### src/hdl/serial_cmd_pkg.sv
// Shared constants for the serial command port, both link ends.
// Assumes a single pclk domain per end; link pins are asynchronous.
// Function
// RULE1 - Command word: address byte, then data byte
// RULE2 - Input bit reappears at output 15.5 clocks later
// RULE3 - Host gives sixteen clocks per chained device
// RULE4 - Host sends no_operation_command to untouched chained devices
// RULE5 - Shift on rising clock only while selected
// RULE6 - Select rise latches word and executes it
// RULE7 - Host idles clock low, MSB first framing
// RULE8 - Top bit: zero write, one read
// RULE9 - Extra bits: only last sixteen kept
// RULE10 - Read address in bits 14..8, data ignored
// RULE11 - Read loads addressed register into low byte
// RULE12 - Host reads answer during following command
// RULE13 - Reset clears controls, minimum current, shutdown
// RULE14 - Per-segment select chooses nibble or global current
// RULE15 - Seven-bit mask enables monitored ports
// RULE16 - Change reported high on interrupt port
// RULE17 - Host configures interrupt port as output
// RULE18 - Arm write snapshots monitored ports every time
// RULE19 - Arming lowers interrupt; stays until disarm/change
// RULE20 - Any difference latches interrupt high
// RULE21 - Mask register access or arming write clears interrupt
// RULE22 - Detection one-shot until rearmed
// RULE23 - Serial output always actively driven
// RULE24 - Unimplemented addresses accepted without effect

package serial_cmd_pkg;

  localparam int WORD_W    = 16;
  localparam int ADDR_MSB  = 14;
  localparam int ADDR_LSB  = 8;
  localparam int RW_BIT    = 15;
  localparam int MON_W     = 7;
  localparam int NPORT     = 28;
  localparam int NCUR      = 14;

  localparam logic [6:0] ADDR_NOOP   = 7'h00;
  localparam logic [6:0] ADDR_GLOBAL = 7'h02;
  localparam logic [6:0] ADDR_CONFIG = 7'h04;
  localparam logic [6:0] ADDR_MASK   = 7'h06;
  localparam logic [6:0] ADDR_CUR_LO = 7'h12;
  localparam logic [6:0] ADDR_CUR_HI = 7'h1F;

  // Configuration register fields
  localparam int CFG_RUN_BIT = 0;
  localparam int CFG_SEG_BIT = 6;
  localparam int CFG_ARM_BIT = 7;

  localparam logic [7:0] RST_GLOBAL = 8'h00;
  localparam logic [7:0] RST_CONFIG = 8'h00;
  localparam logic [7:0] RST_CUR    = 8'h00;
  localparam logic [6:0] RST_MASK   = 7'h00;

  // Host controller APB map
  localparam logic [11:0] HOFS_CMD    = 12'h000;
  localparam logic [11:0] HOFS_STATUS = 12'h004;
  localparam logic [11:0] HOFS_RX     = 12'h008;
  localparam int CMD_HOLD_BIT = 16;
  localparam int HALF_DIV_DEF = 8;

  typedef enum logic [1:0] {
    H_IDLE = 2'b00,
    H_LOW  = 2'b01,
    H_HIGH = 2'b11,
    H_DONE = 2'b10
  } host_state_e;

endpackage

### src/hdl/serial_link_if.sv
// Four-wire serial link between host controller and command port.
// Assumes both ends are joined by the bench; no clocking block.
`timescale 1ns/100ps
`default_nettype none

interface serial_link_if;
  logic sclk;
  logic cs_n;
  logic sdi;
  logic sdo;

  modport device (
    input  sclk,
    input  cs_n,
    input  sdi,
    output sdo
  );

  modport host (
    output sclk,
    output cs_n,
    output sdi,
    input  sdo
  );
endinterface

`default_nettype wire

### src/hdl/pin_sync3.sv
// Three-stage input synchroniser with agreement filter.
// Assumes inputs are asynchronous to pclk.
`timescale 1ns/100ps
`default_nettype none

module pin_sync3 #(
  parameter int         W   = 1,
  parameter logic [W-1:0] RST = '0
) (
  input  wire logic         pclk,
  input  wire logic         presetn,
  input  wire logic         clk_en,
  input  wire logic [W-1:0] pin,
  output logic      [W-1:0] level
);

  typedef struct packed {
    logic [W-1:0] s1;
    logic [W-1:0] s2;
    logic [W-1:0] s3;
    logic [W-1:0] out;
  } sync_s;

  sync_s st_q;
  sync_s st_d;

  // First stage feeds only the second stage
  always_comb
  begin
    st_d     = st_q;
    st_d.s1  = pin;
    st_d.s2  = st_q.s1;
    st_d.s3  = st_q.s2;
    for (int i = 0; i < W; i++)
    begin
      if (st_q.s2[i] == st_q.s3[i])
        st_d.out[i] = st_q.s2[i];
    end
  end

  always_ff @(posedge pclk or negedge presetn)
  begin
    if (!presetn)
      st_q <= '{s1: RST, s2: RST, s3: RST, out: RST};
    else if (clk_en)
      st_q <= st_d;
  end

  assign level = st_q.out;

endmodule

`default_nettype wire

### src/hdl/serial_cmd_device.sv
// Device end: serial command port, current select, change detect.
// Assumes link pins and monitored ports are asynchronous to pclk.
//
// Implementation choice: link pins oversampled on pclk, no APB port.
`timescale 1ns/100ps
`default_nettype none

module serial_cmd_device (
  input  wire logic          pclk,
  input  wire logic          presetn,
  input  wire logic          clk_en,
  input  wire logic [6:0]    monitored_ports,
  output logic               interrupt_port,
  output logic               shutdown,
  output logic [111:0]       drive_level,
  serial_link_if.device      link
);

  // ****************************************************
  // State
  // ****************************************************
  typedef struct packed {
    logic [15:0]      sr;
    logic [15:0]      latch;
    logic             sdo;
    logic             sclk_p;
    logic             cs_p;
    logic [7:0]       glob;
    logic [7:0]       cfg;
    logic [6:0]       mask;
    logic [13:0][7:0] cur;
    logic [6:0]       snap;
    logic             armed;
    logic             intr;
    logic [111:0]     drive;
    logic             shut;
  } dev_s;

  dev_s        d_q;
  dev_s        d_d;
  logic [9:0]  syn;
  logic        sclk_s;
  logic        cs_s;
  logic        sdi_s;
  logic [6:0]  mon_s;
  logic        rise;
  logic        fall;
  logic        cs_rise;
  logic [15:0] cmd;
  logic [6:0]  addr;
  logic [15:0] sr_n;
  logic        change;
  logic [111:0] drive_n;

  // ****************************************************
  // Input synchronisers
  // ****************************************************
  pin_sync3 #(.W(10), .RST(10'h002)) u_sync (
    .pclk    (pclk),
    .presetn (presetn),
    .clk_en  (clk_en),
    .pin     ({monitored_ports, link.sdi, link.cs_n, link.sclk}),
    .level   (syn)
  );

  assign sclk_s = syn[0];
  assign cs_s   = syn[1];
  assign sdi_s  = syn[2];
  assign mon_s  = syn[9:3];

  // Clock edges count only while selected
  assign rise    = sclk_s & ~d_q.sclk_p & ~cs_s;        // [RULE5]
  assign fall    = ~sclk_s & d_q.sclk_p & ~cs_s;
  assign cs_rise = cs_s & ~d_q.cs_p;

  // ****************************************************
  // Register decode
  // ****************************************************
  function automatic logic is_cur(input logic [6:0] a);
    is_cur = (a >= serial_cmd_pkg::ADDR_CUR_LO) &&
             (a <= serial_cmd_pkg::ADDR_CUR_HI);
  endfunction

  function automatic logic [3:0] cur_idx(input logic [6:0] a);
    logic [6:0] t;
    t       = a - serial_cmd_pkg::ADDR_CUR_LO;
    cur_idx = t[3:0];
  endfunction

  function automatic logic [7:0] rd_mux(input logic [6:0] a,
                                        input dev_s     s);
    if (a == serial_cmd_pkg::ADDR_GLOBAL)
      rd_mux = s.glob;
    else if (a == serial_cmd_pkg::ADDR_CONFIG)
      rd_mux = s.cfg;
    else if (a == serial_cmd_pkg::ADDR_MASK)
      rd_mux = {1'b0, s.mask};
    else if (is_cur(a))
      rd_mux = s.cur[cur_idx(a)];
    else
      rd_mux = 8'h00;
  endfunction

  // ****************************************************
  // Drive level per physical port
  // ****************************************************
  // Each port takes its nibble or the shared global value
  generate
    for (genvar p = 0; p < serial_cmd_pkg::NPORT; p++)
    begin : g_drive
      assign drive_n[p*4 +: 4] =
        d_q.cfg[serial_cmd_pkg::CFG_SEG_BIT]
          ? d_q.cur[p/2][(p%2)*4 +: 4]                  // [RULE14]
          : d_q.glob[3:0];                              // [RULE14]
    end
  endgenerate

  // Any masked difference from the snapshot while armed that lasts two pclk cycles or more
  assign change = d_q.armed &&
                  |((mon_s ^ d_q.snap) & d_q.mask);     // [RULE15]

  // Command seen at select rise is the last sixteen bits
  assign cmd  = d_q.sr;                                 // [RULE9]
  assign addr = cmd[serial_cmd_pkg::ADDR_MSB:serial_cmd_pkg::ADDR_LSB];
  assign sr_n = {d_q.sr[14:0], sdi_s};

  // ****************************************************
  // Next state
  // ****************************************************
  always_comb
  begin
    d_d        = d_q;
    d_d.sclk_p = sclk_s;
    d_d.cs_p   = cs_s;
    d_d.drive  = drive_n;
    d_d.shut   = ~d_q.cfg[serial_cmd_pkg::CFG_RUN_BIT];  // [RULE13]

    if (rise)
      d_d.sr = sr_n;                                    // [RULE5]

    // Bit shifted in 15 rises ago leaves on this fall
    if (fall)
      d_d.sdo = d_q.sr[15];                             // [RULE2]

    // Interrupt clear by mask access, set has priority below
    if (cs_rise && addr == serial_cmd_pkg::ADDR_MASK)
      d_d.intr = 1'b0;                                  // [RULE21]

    if (cs_rise)
    begin
      d_d.latch = cmd;                                  // [RULE6]
      if (!cmd[serial_cmd_pkg::RW_BIT])                 // [RULE8]
      begin
        if (addr == serial_cmd_pkg::ADDR_GLOBAL)
          d_d.glob = cmd[7:0];                          // [RULE1]
        else if (addr == serial_cmd_pkg::ADDR_CONFIG)
        begin
          d_d.cfg = cmd[7:0];
          if (cmd[serial_cmd_pkg::CFG_ARM_BIT])
          begin
            d_d.snap  = mon_s;                          // [RULE18]
            d_d.armed = 1'b1;                           // [RULE19]
            d_d.intr  = 1'b0;                           // [RULE19]
          end
          else
            d_d.armed = 1'b0;                           // [RULE19]
        end
        else if (addr == serial_cmd_pkg::ADDR_MASK)
          d_d.mask = cmd[6:0];
        else if (is_cur(addr))
          d_d.cur[cur_idx(addr)] = cmd[7:0];
        // Other addresses are latched and do nothing [RULE24]
      end
      else
      begin
        // Low byte of the request is discarded
        d_d.sr = {cmd[15:8], rd_mux(addr, d_q)};        // [RULE10]
        // [RULE11]
      end
      // Show the new top bit while idle
      d_d.sdo = d_d.sr[15];                             // [RULE23]
    end

    // Latch on first change and disarm; clearing later
    // leaves detection off until the next arming write
    if (change)
    begin
      d_d.intr  = 1'b1;                                 // [RULE20]
      d_d.armed = 1'b0;                                 // [RULE22]
    end
  end

  // ****************************************************
  // Registers
  // ****************************************************
  always_ff @(posedge pclk or negedge presetn)
  begin
    if (!presetn)
    begin
      // Controls cleared, minimum current, shut down
      d_q       <= '0;                                  // [RULE13]
      d_q.cs_p  <= 1'b1;
      d_q.shut  <= 1'b1;                                // [RULE13]
      d_q.glob  <= serial_cmd_pkg::RST_GLOBAL;          // [RULE13]
      d_q.cfg   <= serial_cmd_pkg::RST_CONFIG;          // [RULE13]
      d_q.mask  <= serial_cmd_pkg::RST_MASK;
      d_q.cur   <= {serial_cmd_pkg::NCUR{serial_cmd_pkg::RST_CUR}};
    end
    else if (clk_en)
      d_q <= d_d;
  end

  // ****************************************************
  // Outputs
  // ****************************************************
  // Serial output has no high-impedance state
  assign link.sdo       = d_q.sdo;                      // [RULE23]
  assign interrupt_port = d_q.intr;                     // [RULE16]
  assign shutdown       = d_q.shut;
  assign drive_level    = d_q.drive;

endmodule

`default_nettype wire

### src/flat_wrapper.sv
// flat-port wrapper written by rule: the top's interface ports become plain ports
module serial_cmd_device_flat 
  (pclk, presetn, clk_en, monitored_ports, interrupt_port, shutdown, drive_level, link_sclk, link_cs_n, link_sdi, link_sdo);
  serial_link_if link_i ();
  input  wire logic pclk;
  input  wire logic presetn;
  input  wire logic clk_en;
  input  wire logic [6:0] monitored_ports;
  output logic interrupt_port;
  output logic shutdown;
  output logic [111:0] drive_level;
  input wire logic [$bits(link_i.sclk)-1:0] link_sclk;
  input wire logic [$bits(link_i.cs_n)-1:0] link_cs_n;
  input wire logic [$bits(link_i.sdi)-1:0] link_sdi;
  output wire logic [$bits(link_i.sdo)-1:0] link_sdo;
  assign link_i.sclk = link_sclk;
  assign link_i.cs_n = link_cs_n;
  assign link_i.sdi = link_sdi;
  assign link_sdo = link_i.sdo;
  serial_cmd_device u_core (.pclk(pclk), .presetn(presetn), .clk_en(clk_en), .monitored_ports(monitored_ports), .interrupt_port(interrupt_port), .shutdown(shutdown), .drive_level(drive_level), .link(link_i));
endmodule
### config.mk
export PLATFORM = sky130hd
export DESIGN_NAME = serial_cmd_device_flat
export DESIGN_NICKNAME = d
export VERILOG_FILES = /design/src/hdl/serial_cmd_pkg.sv /design/src/hdl/serial_link_if.sv /design/src/hdl/pin_sync3.sv /design/src/hdl/serial_cmd_device.sv /design/src/flat_wrapper.sv
export SDC_FILE = /design/constraint.sdc
export NUM_CORES = 1
export LEC_CHECK = 0
export BUFFER_PORTS_ARGS = -buffer_cell sky130_fd_sc_hd__buf_2
export CAP_MARGIN = 20
export CORE_MARGIN = 8
export CORE_UTILIZATION = 35
export CTS_BUF_LIST = sky130_fd_sc_hd__clkbuf_8
export DETAILED_ROUTE_END_ITERATION = 6
export PLACE_DENSITY = 0.53
export SLEW_MARGIN = 0
export SYNTH_ARGS = -nofsm -noshare
export SYNTH_HDL_FRONTEND = slang
export SYNTH_SLANG_ARGS = --single-unit
### constraint.sdc
create_clock -name pclk -period 3.7 [get_ports pclk]
set_clock_uncertainty 0.2 [all_clocks]
set_input_delay 0.185 -clock pclk [delete_from_list [all_inputs] [get_ports pclk]]
set_output_delay 0.185 -clock pclk [all_outputs]
set_load 0.1 [all_outputs]
**Word level (Yosys, flattened, before mapping)**

Index checks and enable logic that the tools add are counted.

- Equality and inequality tests: 16
- Multiplexer cells: 49
- Magnitude comparators: 4
- Add/subtract/negate cells: 1
- Reductions and logical operators: 27
- Bitwise gates (word level): 16

Operators by type and width:

| cell | count |
|---|---|
| 112-bit bitwise mux | 1 |
| 4-bit 2-to-1 mux | 28 |
| 8-bit 2-to-1 mux | 6 |
| 33-bit 2-to-1 mux | 1 |
| 8-bit binary-select mux with 4-bit select | 1 |
| 8-bit demux with 4-bit select | 1 |
| 16-bit 2-to-1 mux | 2 |
| 2-bit AND reduction | 13 |
| 7-bit by 3-bit == test with 1-bit output (second input constant) | 2 |
| 6-bit AND reduction | 2 |
| 1-bit == test | 10 |
| 2-bit 2-to-1 mux | 5 |
| 5-bit AND reduction | 2 |
| 1-bit NOT | 9 |
| 7-bit bitwise AND | 1 |
| 7-bit by 2-bit == test with 1-bit output (second input constant) | 1 |
| 7-bit by 5-bit >= comparator with 1-bit output (second input constant) | 1 |
| 7-bit by 5-bit <= comparator with 1-bit output (second input constant) | 1 |
| 7-bit AND reduction | 1 |
| 7-bit OR reduction | 1 |
| 7-bit XOR | 1 |
| 2-bit nonzero test | 3 |
| 1-bit bitwise AND | 5 |
| 4-bit by 5-bit less-than comparator with 1-bit output (second input constant) | 1 |
| other kinds (7) | 14 |

- Output and inout port bits: 115
- Input port bits: 13
- Flip-flop bits (word level): 332
- Logic and storage cells: 154

**Depth between registers and ports, before layout**

Gate-level depths: netlist of run 1.

- Depth after elaboration: 10
- Gate-level depth with buffers: 9
- Gate-level depth less buffers: 7

**Hierarchy**

A second synthesis of run 1 with hierarchy kept.

- Cell total of the unflattened synthesis: 1334
- Area, all modules: 14983.1 sq um

Modules (own cells, without submodules):

| module | sequential area each (sq um) | instances | cells each | area an instance (sq um) |
|---|---|---|---|---|
| serial_cmd_device | 6909.1 | 1 | 1214 | 13274.0 |
| pin_sync3 | 1006.0 | 1 | 120 | 1709.1 |

**Worst setup path after synthesis of run 1**

Ideal clock, no wire load.

- Kind: register to register
- From: register u_core.d_q (netlist bit u_core.cmd[9])
- To: register u_core.d_q[146] in the netlist's numbering
- Data required time: 3375 ps
- Stages on the path, launching flop included: 9
- Slack: 889 ps
- Clock period less this slack: 2811 ps
- Library setup time: 125 ps
- Arrival: 2486 ps
- Cells stage by stage: dfrtp_1 > inv_1 > clkbuf_1 > ha_1 > nand2b_1 > o211ai_1 > or4b_1 > nor2_2 > mux2_2

- Word-level cells in the longest chain between the ends: 6
- Elaborated cells between the ends (all ways): 17

RTL lines:

| what | RTL line | RTL |
|---|---|---|
| start, declared | serial_cmd_device.sv:39 | `dev_s d_q;` |
| 4-bit by 2-bit subtractor with 4-bit output | serial_cmd_device.sv:86 | `t = a - serial_cmd_pkg::ADDR_CUR_LO;` |
| 4-bit by 5-bit less-than comparator with 1-bit output (implied by the code) / 4-bit by 1-bit >= comparator with 1-bit output (equally long branches) | serial_cmd_device.sv:171 | `d_d.cur[cur_idx(addr)] = cmd[7:0];` |
| 1-bit logical AND (implied by the code) | serial_cmd_device.sv:171 |  |
| 8-bit 2-to-1 mux (implied by the code) | serial_cmd_device.sv:171 |  |
| 8-bit demux with 4-bit select | - |  |
| 112-bit bitwise mux | serial_cmd_device.sv:171 |  |

Several ways; a longest one is shown, not always the timed one.
A chain may end at the register's enable or synchronous reset.

**Worst setup path in the final report of run 1**

- From: register u_core.d_q (netlist bit u_core.cmd[9])
- To: register u_core.d_q[227] in the netlist's numbering

Same word-level chain as after synthesis.

==> flow_metrics.env, run 1 <==
export IMPL_cts_buffers_inserted=54
export IMPL_finalCritPeriodShare=0.838
export IMPL_synth_xor_area_frac=0.00540
export IMPL_syn_area_um2=14600
export IMPL_die_x_um=220
export IMPL_cts_resized=0
export IMPL_vias=9542
export IMPL_cts_max_path_buffers=3
export IMPL_synth_adder_area_share=0.00257
export IMPL_ys_ff_latch=316
export IMPL_synth_cells=1287
export IMPL_crit_cells=6
export IMPL_drt_iter0_drc=712
export IMPL_end_kind="flip-flop"
export IMPL_ys_types=49
export IMPL_grt_max_degree=106
export IMPL_leakage_nw=7.35
export IMPL_yosysTopAreaCellShare=0.531
export IMPL_clkTransAtPathRegs_ns=0.06
export IMPL_globalRoute_busiestLayer="met2"
export IMPL_synth_edf_count=0
export IMPL_cts_max_level=2
export IMPL_place_ws_ns=0.629
export IMPL_fin_ws_ns=0.598
export IMPL_rsz0062_at_grt="false"
export IMPL_dp_hpwl_mm=25.1
export IMPL_first_pass_iters=5
export IMPL_ff2ff_path_depth=6
export IMPL_post_cts_buffers=0
export IMPL_grtUsageTotal=0.159
export IMPL_grt_util_met3=0.0377
export IMPL_grt_first_pass_wirelength_mm=59.9
export IMPL_startpoint_type="flip-flop"
export IMPL_gp_congestion=0.868
export IMPL_synthMuxAreaShare=0.175
export IMPL_min_path_type="in -> async"
export IMPL_worst_slew_pin_slew_ns=1.06
export IMPL_fillers=4057
export IMPL_yosys_top_cells_area="dfrtp_1, mux2_2, a21oi_1, buf_4, mux4_2"
export IMPL_n_antenna_cell=0
export IMPL_synth_simple_area_share=0.0606
export IMPL_p_total_w=0.0159
export IMPL_antenna_found_initial=0
export IMPL_seqCellArea_um2=7920
export IMPL_maxSlewViolCount=0
export IMPL_ys_seq_area_frac=0.542
export IMPL_ys_flop_type="dfrtp_1"
export IMPL_grt_pass1_vias=9876
export IMPL_synth_top_family_by_area="multiplexers"
export IMPL_setup_viol=0
export IMPL_critical_path_slowest_cell="or3_1"
export IMPL_cts_root_buffer_cell="clkbuf_8"
export IMPL_crit_chain="buf_4, and2_1, o211ai_1, or3_4, or3_1, mux2_4"
export IMPL_synth_compound_area_frac=0.127
export IMPL_r2r_setup_slack_ns=0.60
export IMPL_async_flop_share=1.00
export IMPL_tns_ns=0
export IMPL_vias_per_cell=5.12
export IMPL_outcome="completed"
export IMPL_yosys_warnings=0
export IMPL_final_hold_violation_count=0
export IMPL_numPortBuffers=127
export IMPL_period_needed_ns=3.10
export IMPL_syn_num_nets=1303
export IMPL_multi_input_area_um2=5420
export IMPL_clk_latency_ns=0.61
export IMPL_area_growth_synth_to_final_pct=9.98
export IMPL_die_area_um2=48500
export IMPL_worstPathMaxFanout=32
export IMPL_criticalPathCategory="reg -> reg"
export IMPL_rows=75
export IMPL_hold_buffers=12
export IMPL_final_common_cell="dfrtp_1"
export IMPL_cp_arrival_ns=3.38
export IMPL_required_ns=3.97
export IMPL_nNetsFinal=1303
export IMPL_drv_cap=0
export IMPL_grt_use_met1=0.210
export IMPL_ant_nets=0
export IMPL_clkSinkCount=316
export IMPL_r2r_start="u_core.cmd[9]"
export IMPL_start_util=0.351
export IMPL_drt_wl_total_mm=38.3
export IMPL_routedWlPerCell_um=20.5
export IMPL_overflow=0
export IMPL_yosys_area_top_type="dfrtp_1"
export IMPL_die_h_um=220
export IMPL_crit_family="simple AND/OR/NAND/NOR gates"
export IMPL_vdd_ir_drop_worst_mv=0.560
export IMPL_timing_rr_end="u_core.d_q[227]"
export IMPL_drc=0
export IMPL_cts_tree="built"
export IMPL_path_buf_inv=1
export IMPL_avgSynthCellArea_um2=11.3
export IMPL_critPathMaxStageDelay_ns=0.54
export IMPL_met2_usage=0.253
export IMPL_powerDensity_nw_per_um2=988
export IMPL_core_area_um2=41600
export IMPL_fmax_mhz=322
export IMPL_max_slew_margin_rel=0.296
export IMPL_ios=128
export IMPL_drive_above_1_share=0.324
export IMPL_most_common_layout_cells="dfrtp_1, a21oi_1, mux2_2"
synth_stat cells (2+ instances only):
master,n
o211ai_1,2
mux2i_1,8
clkbuf_2,2
buf_1,18
a21oi_1,243
mux2_2,161
nand2_1,42
buf_2,9
ha_1,3
nor4b_4,2
nand2b_1,2
dfstp_2,6
a222oi_1,2
mux4_2,24
mux2_4,8
a22oi_1,9
o22ai_1,7
a311oi_1,7
o311ai_0,8
nor2b_1,7
nand3_1,4
clkbuf_1,67
dfrtp_1,310
xor2_1,8
or3_1,4
o22a_1,8
nor3b_1,2
nor3_1,3
o21ai_0,37
nor2_2,3
nor2_1,121
inv_1,15
a31oi_1,2
o2bb2ai_1,7
buf_4,112
kinds of logic (layout without fill, tap and decap cells):
logic type,Yosys count,count (layout)
AO/OA/AOI/OAI,335,335
flip-flops,316,316
multiplexers,201,201
AND/OR/NAND/NOR,199,199
XOR/XNOR,9,9
adder cells (fa/ha/maj),3,3
buffers and inverters,224,263
cell type report:
cell class | count | area share
flip-flops and latches | 316 | 0.493
clock inverters | 25 | 0.00647
inverters | 15 | 0.00351
multi-input cells | 747 | 0.338
clock buffers | 70 | 0.0600
well taps | 539 | 0.0420
repair buffers | 153 | 0.0571
report_power, final:
part / leakage [nW] / switching [W] / total, W / internal [W]
Clock: 0.624 / 0.00139 / 0.00307 / 0.00168
Combinational: 2.73 / 0.00546 / 0.00721 / 0.00175
Sequential: 3.99 / 0.00105 / 0.00559 / 0.00454
routing by layer:
metal / wire length (um) / vias up
met3: 2050 / 68
met5: 0 / -
met1: 17300 / 4800
met4: 1020 / 0
li1: - / 4458
met2: 17900 / 216
worst max path at each step:
stage / from / slack, ns / end
after global placement: u_core.cmd[9] / 0.65 / u_core.d_q[230]
final: u_core.cmd[9] / 0.60 / u_core.d_q[227]
after CTS: u_core.cmd[9] / 0.62 / u_core.d_q[227]
after detailed placement: u_core.cmd[9] / 0.63 / u_core.d_q[227]
after global routing: u_core.cmd[10] / 0.47 / u_core.d_q[150]
after floorplan: u_core.cmd[9] / 0.89 / u_core.d_q[146]
through the flow:
step	cell area (um^2)	util	instances	hold WS [ns]
finish	16100	0.386	1865	0.0211
global route	16100	0.386	1865	0.0736
CTS	16100	0.386	1865	0.0256
detailed placement	14900	0.358	1758	0.102
global placement	14900	0.358	1758	0.106
floorplan	14600	-	1287	-0.311
registers in the layout, indices dropped and copies added (netlist names):
signal / cells
u_core.cmd: 16
u_core.d_q: 145
u_core.drive_level: 112
u_core.interrupt_port: 1
u_core.link.sdo: 1
u_core.shutdown: 1
u_core.u_sync.level: 10
u_core.u_sync.st_d: 20
u_core.u_sync.st_q: 10
worst register-to-register path: stages (launching register included):
cell      delay (ns)
dfrtp_1         0.34
buf_4           0.40
and2_1          0.42
o211ai_1        0.26
or3_4           0.43
or3_1           0.54
mux2_4          0.38
(Power assumes the default switching activity.)
==> run 2, diff against run 1 <==
==> constraint.sdc (replaced) <==
create_clock -name pclk -period 3 [get_ports pclk]
set_clock_uncertainty 0.2 [all_clocks]
set_input_delay 0.15 -clock pclk [delete_from_list [all_inputs] [get_ports pclk]]
set_output_delay 0.15 -clock pclk [all_outputs]
set_load 0.1 [all_outputs]
==> run 2 against run 1 <==
Flip-flop and latch count unchanged. Clock power up 25%. Count of clock-buffer cells in the layout is the same. Via count increased by 2.5%. Register-to-register slack got worse by 0.43 ns. First-iteration DRC count rose by 31%. Critical path type unchanged.
==> flow_metrics.env, run 2 (synthesis gave the netlist of run 1 again) <==
export IMPL_setup_viol=0
export IMPL_maxSlewViolCount=0
export IMPL_post_cts_buffers=0
export IMPL_max_slew_margin_rel=0.322
export IMPL_gp_congestion=0.888
export IMPL_r2r_setup_slack_ns=0.17
export IMPL_cts_root_buffer_cell="clkbuf_8"
export IMPL_die_x_um=220
export IMPL_p_sw_frac=0.497
export IMPL_criticalPathCategory="reg -> reg"
export IMPL_min_from="monitored_ports[1]"
export IMPL_clkSinkCount=316
export IMPL_p_seq_frac=0.342
export IMPL_grt_max_degree=197
export IMPL_intPower_w=0.00997
export IMPL_start_util=0.351
export IMPL_drive_above_1_share=0.336
export IMPL_tns_ns=0
export IMPL_min_path_type="in -> reg"
export IMPL_finalCritPeriodShare=0.943
export IMPL_ant_nets=0
export IMPL_first_pass_iters=5
export IMPL_clkTransAtPathRegs_ns=0.06
export IMPL_period_needed_ns=2.83
export IMPL_numPortBuffers=127
export IMPL_end_kind="flip-flop"
export IMPL_grt_util_met3=0.0375
export IMPL_antenna_found_initial=0
export IMPL_drt_iter0_drc=935
export IMPL_dp_hpwl_mm=26.4
export IMPL_regMostFlops="u_core.d_q"
export IMPL_fmax_mhz=353
export IMPL_overflow=0
export IMPL_r2r_start="u_core.cmd[9]"
export IMPL_drv_cap=0
export IMPL_leakage_nw=7.53
export IMPL_grt_first_pass_wirelength_mm=61.1
export IMPL_final_hold_violation_count=0
export IMPL_timing_rr_end="u_core.d_q[230]"
export IMPL_met2_usage=0.252
export IMPL_worst_slew_pin_slew_ns=1.02
export IMPL_rsz0062_at_grt="false"
export IMPL_grtUsageTotal=0.163
export IMPL_grt_use_met1=0.220
export IMPL_cts_buffers_inserted=54
export IMPL_outcome="completed"
export IMPL_holdPathStages=3
export IMPL_cts_tree="built"
export IMPL_ff2ff_path_depth=6
export IMPL_vias=9777
export IMPL_globalRoute_busiestLayer="met2"
export IMPL_vias_per_cell=5.14
export IMPL_rows=75
export IMPL_drc=0
export IMPL_die_area_um2=48500
export IMPL_cp_arrival_ns=3.12
export IMPL_most_common_layout_cells="dfrtp_1, a21oi_1, mux2_2"
export IMPL_area_growth_synth_to_final_pct=11.8
export IMPL_routedWlPerCell_um=20.6
export IMPL_startpoint_type="flip-flop"
export IMPL_ios=128
export IMPL_cts_max_path_buffers=3
export IMPL_required_ns=3.29
export IMPL_p_sw_w=0.00987
export IMPL_cp_endpoint="u_core.d_q[230]"
export IMPL_p_total_w=0.0198
export IMPL_p_comb_frac=0.464
export IMPL_worstPathMaxFanout=10
export IMPL_drt_wl_total_mm=39.1
export IMPL_largest_register_ffs=145
export IMPL_final_common_cell="dfrtp_1"
export IMPL_clk_latency_ns=0.62
export IMPL_powerDensity_nw_per_um2=1210
export IMPL_clkPwrFrac=0.194
export IMPL_nNetsFinal=1333
export IMPL_grt_pass1_vias=10000
export IMPL_core_area_um2=41600
export IMPL_die_h_um=220
export IMPL_n_antenna_cell=0
export IMPL_vdd_ir_drop_worst_mv=0.694
export IMPL_cts_max_level=2
export IMPL_crit_path_start="u_core.cmd[9]"
run 2: worst min path at each step:
stage,to,slack (ns)
after floorplan,u_core.cmd[0],-0.35
after global placement,u_core.drive_level[60],-0.09
after detailed placement,u_core.drive_level[60],-0.09
after CTS,u_core.u_sync.st_d[24],0.05
after global routing,u_core.u_sync.st_d[25],0.09
final,u_core.u_sync.st_d[24],0.1
run 2: repair_timing:
item / CTS / global route
gates resized for setup: 0 / 2
endpoints found under the setup margin: 0 / 8
hold buffers: 14 / 0
hold endpoints to repair: 359 / 0
run 2: area by class of cell:
type / instances / area (um^2)
fill: 4057 / 25200
tap: 539 / 674
clock inverter: 31 / 123
timing repair buffer: 183 / 1150
clock buffer: 70 / 963
sequential: 316 / 7920
multi-input combinational: 747 / 5440
inverter: 15 / 56.3
run 2: stage by stage:
stage / setup WS (ns) / area [um^2] / util / cells / hold slack, ns
final: 0.171 / 16300 / 0.393 / 1901 / 0.0980
after global routing: 0.0611 / 16300 / 0.393 / 1901 / 0.0868
after CTS: 0.174 / 16300 / 0.393 / 1901 / 0.0484
after detailed placement: 0.191 / 15100 / 0.363 / 1786 / -0.0940
after global placement: 0.229 / 15100 / 0.363 / 1786 / -0.0945
after floorplan: 0.189 / 14600 / - / 1287 / -0.346
run 2: critical path, cell delays in order, from the launching register on:
cell	delay (ns)
dfrtp_1	0.49
inv_1	0.11
buf_4	0.17
or3_1	0.39
or3_4	0.41
or3_1	0.56
mux2_4	0.38
run 2: per-layer routing:
metal,share of wire,vias up
met4,0.030,0
li1,-,4519
met5,0,-
met2,0.46,264
met1,0.45,4918
met3,0.060,76
run 2: power groups by stage:
stage	combinational (W)	clock, W	sequential, W
2_1_floorplan	0.00813	0	0.00640
3_3_place_gp	0.00920	0	0.00681
3_5_place_dp	0.00924	0	0.00685
4_1_cts	0.00929	0.00399	0.00678
5_1_grt	0.00975	0.00418	0.00697
6_report	0.00921	0.00385	0.00678
==> run 3, diff against run 2 <==
==> constraint.sdc (replaced) <==
create_clock -name pclk -period 3.3 [get_ports pclk]
set_clock_uncertainty 0.2 [all_clocks]
set_input_delay 0.165 -clock pclk [delete_from_list [all_inputs] [get_ports pclk]]
set_output_delay 0.165 -clock pclk [all_outputs]
set_load 0.1 [all_outputs]
==> run 3 against run 2 <==
Combinational power shrank 10%. Utilization shrank 0.28 points. Global-route usage is essentially flat. Non-clock buffer count shrank 15. Sequential power shrank 9.1%. Hold slack gained 0.020 ns. Worst setup slack gained 0.10 ns. Routed wire length shrank 0.14%. Design area shrank 0.71%. Via count shrank 1.3%. Critical path depth grew 2. Clock power shrank 8.8%. Critical endpoint is now u_core.d_q[150]. Largest power group unchanged.
==> flow_metrics.env, run 3 (synthesis gave the netlist of run 1 again) <==
export IMPL_nNetsFinal=1318
export IMPL_drt_wl_total_mm=39.0
export IMPL_first_pass_iters=5
export IMPL_final_hold_violation_count=0
export IMPL_stdcell_count=1880
export IMPL_dp_hpwl_mm=25.8
export IMPL_p_sw_frac=0.496
export IMPL_drv_cap=0
export IMPL_placed_area_um2=15000
export IMPL_die_area_um2=48500
export IMPL_post_cts_buffers=0
export IMPL_ff2ff_path_depth=8
export IMPL_area_growth_synth_to_final_pct=11.0
export IMPL_place_inst=1771
export IMPL_core_area_um2=41600
export IMPL_min_from="monitored_ports[1]"
export IMPL_finalCritPeriodShare=0.918
export IMPL_p_seq_frac=0.343
export IMPL_end_kind="flip-flop"
export IMPL_final_common_cell="dfrtp_1"
export IMPL_hold_path_end="u_core.u_sync.st_d[24]"
export IMPL_fin_ws_ns=0.272
export IMPL_worstPathMaxFanout=10
export IMPL_antenna_found_initial=0
export IMPL_rsz0062_at_grt="false"
export IMPL_most_common_layout_cells="dfrtp_1, a21oi_1, mux2_2"
export IMPL_ios=128
export IMPL_vias_per_cell=5.13
export IMPL_fin_area_um2=16200
export IMPL_vias=9649
export IMPL_clk_latency_ns=0.63
export IMPL_hold_worst_slack_ns=0.118
export IMPL_grtUsageTotal=0.163
export IMPL_drt_iter0_drc=702
export IMPL_holdPathStages=3
export IMPL_r2r_start="u_core.cmd[10]"
export IMPL_numPortBuffers=127
export IMPL_routedWlPerCell_um=20.8
export IMPL_powerDensity_nw_per_um2=1110
export IMPL_maxSlewViolCount=0
export IMPL_cts_max_path_buffers=3
export IMPL_die_x_um=220
export IMPL_cts_buffers_inserted=54
export IMPL_start_util=0.351
export IMPL_drc=0
export IMPL_setup_viol=0
export IMPL_startpoint_type="flip-flop"
export IMPL_tns_ns=0
export IMPL_p_comb_frac=0.461
export IMPL_grt_first_pass_wirelength_mm=60.8
export IMPL_required_ns=3.60
export IMPL_worst_slew_pin_slew_ns=1.02
export IMPL_gp_congestion=0.922
export IMPL_place_ws_ns=0.347
export IMPL_intPower_w=0.00905
export IMPL_r2r_setup_slack_ns=0.27
export IMPL_criticalPathCategory="reg -> reg"
export IMPL_regMostFlops="u_core.d_q"
export IMPL_grt_pass1_vias=9941
export IMPL_cts_tree="built"
export IMPL_clkSinkCount=316
export IMPL_cp_arrival_ns=3.33
export IMPL_leakage_nw=7.43
export IMPL_cts_resized=0
export IMPL_n_antenna_cell=0
export IMPL_outcome="completed"
export IMPL_p_sw_w=0.00891
export IMPL_clkPwrFrac=0.196
export IMPL_grt_max_degree=107
export IMPL_period_needed_ns=3.03
export IMPL_drive_above_1_share=0.332
export IMPL_fmax_mhz=330
export IMPL_clkTransAtPathRegs_ns=0.06
export IMPL_max_slew_margin_rel=0.321
export IMPL_cts_root_buffer_cell="clkbuf_8"
export IMPL_vdd_ir_drop_worst_mv=0.607
export IMPL_timing_rr_end="u_core.d_q[150]"
export IMPL_rows=75
export IMPL_overflow=0
export IMPL_min_path_type="in -> reg"
export IMPL_ant_nets=0
export IMPL_largest_register_ffs=145
export IMPL_die_h_um=220
export IMPL_crit_path_start="u_core.cmd[10]"
export IMPL_cts_max_level=2
run 3: area by class of cell:
| type | count | area, um^2 |
|---|---|---|
| clock buffer | 72 | 991 |
| clock inverter | 23 | 95.1 |
| fill | 4080 | 25400 |
| inverter | 15 | 56.3 |
| multi-input combinational | 747 | 5420 |
| sequential | 316 | 7920 |
| tap | 539 | 674 |
| timing repair buffer | 168 | 1050 |
run 3: through the flow:
stage | util | power (W)
2_1_floorplan | - | 0.0132
3_3_place_gp | 0.360 | 0.0145
3_5_place_dp | 0.360 | 0.0145
4_1_cts | 0.390 | 0.0182
5_1_grt | 0.390 | 0.0189
6_report | 0.390 | 0.0180
run 3: metal layers:
layer	global-route usage	part of all wire
met3	0.0396	0.057
met2	0.256	0.47
met1	0.220	0.45
met5	0	0
met4	0.0497	0.025
run 3: power groups by stage:
| stage | Clock, W | Combinational (W) | Sequential (W) |
|---|---|---|---|
| after floorplan | 0 | 0.00739 | 0.00582 |
| after global placement | 0 | 0.00825 | 0.00620 |
| after detailed placement | 0 | 0.00831 | 0.00623 |
| after CTS | 0.00364 | 0.00835 | 0.00617 |
| after global routing | 0.00382 | 0.00876 | 0.00634 |
| final | 0.00351 | 0.00828 | 0.00616 |
run 3: critical path, cell delays in order, from the launching register on:
cell      delay, ns
dfrtp_1        0.49
inv_1          0.12
ha_1           0.25
nand2b_1       0.12
o211ai_1       0.09
buf_4          0.19
or4b_1         0.60
nor2_2         0.45
mux2_2         0.40
run 3: how the worst max path moves through the flow:
stage,end,slack [ns],cells past startpoint
after floorplan,u_core.d_q[146],0.49,8
after global routing,u_core.d_q[213],0.16,6
final,u_core.d_q[150],0.27,8
after global placement,u_core.d_q[149],0.38,8
after detailed placement,u_core.d_q[151],0.35,8
after CTS,u_core.d_q[150],0.30,8
run 3: what timing repair did:
item                                    CTS  global route
hold buffers                             14             0
endpoints found under the setup margin    0             0
endpoints found under the hold margin   344             0
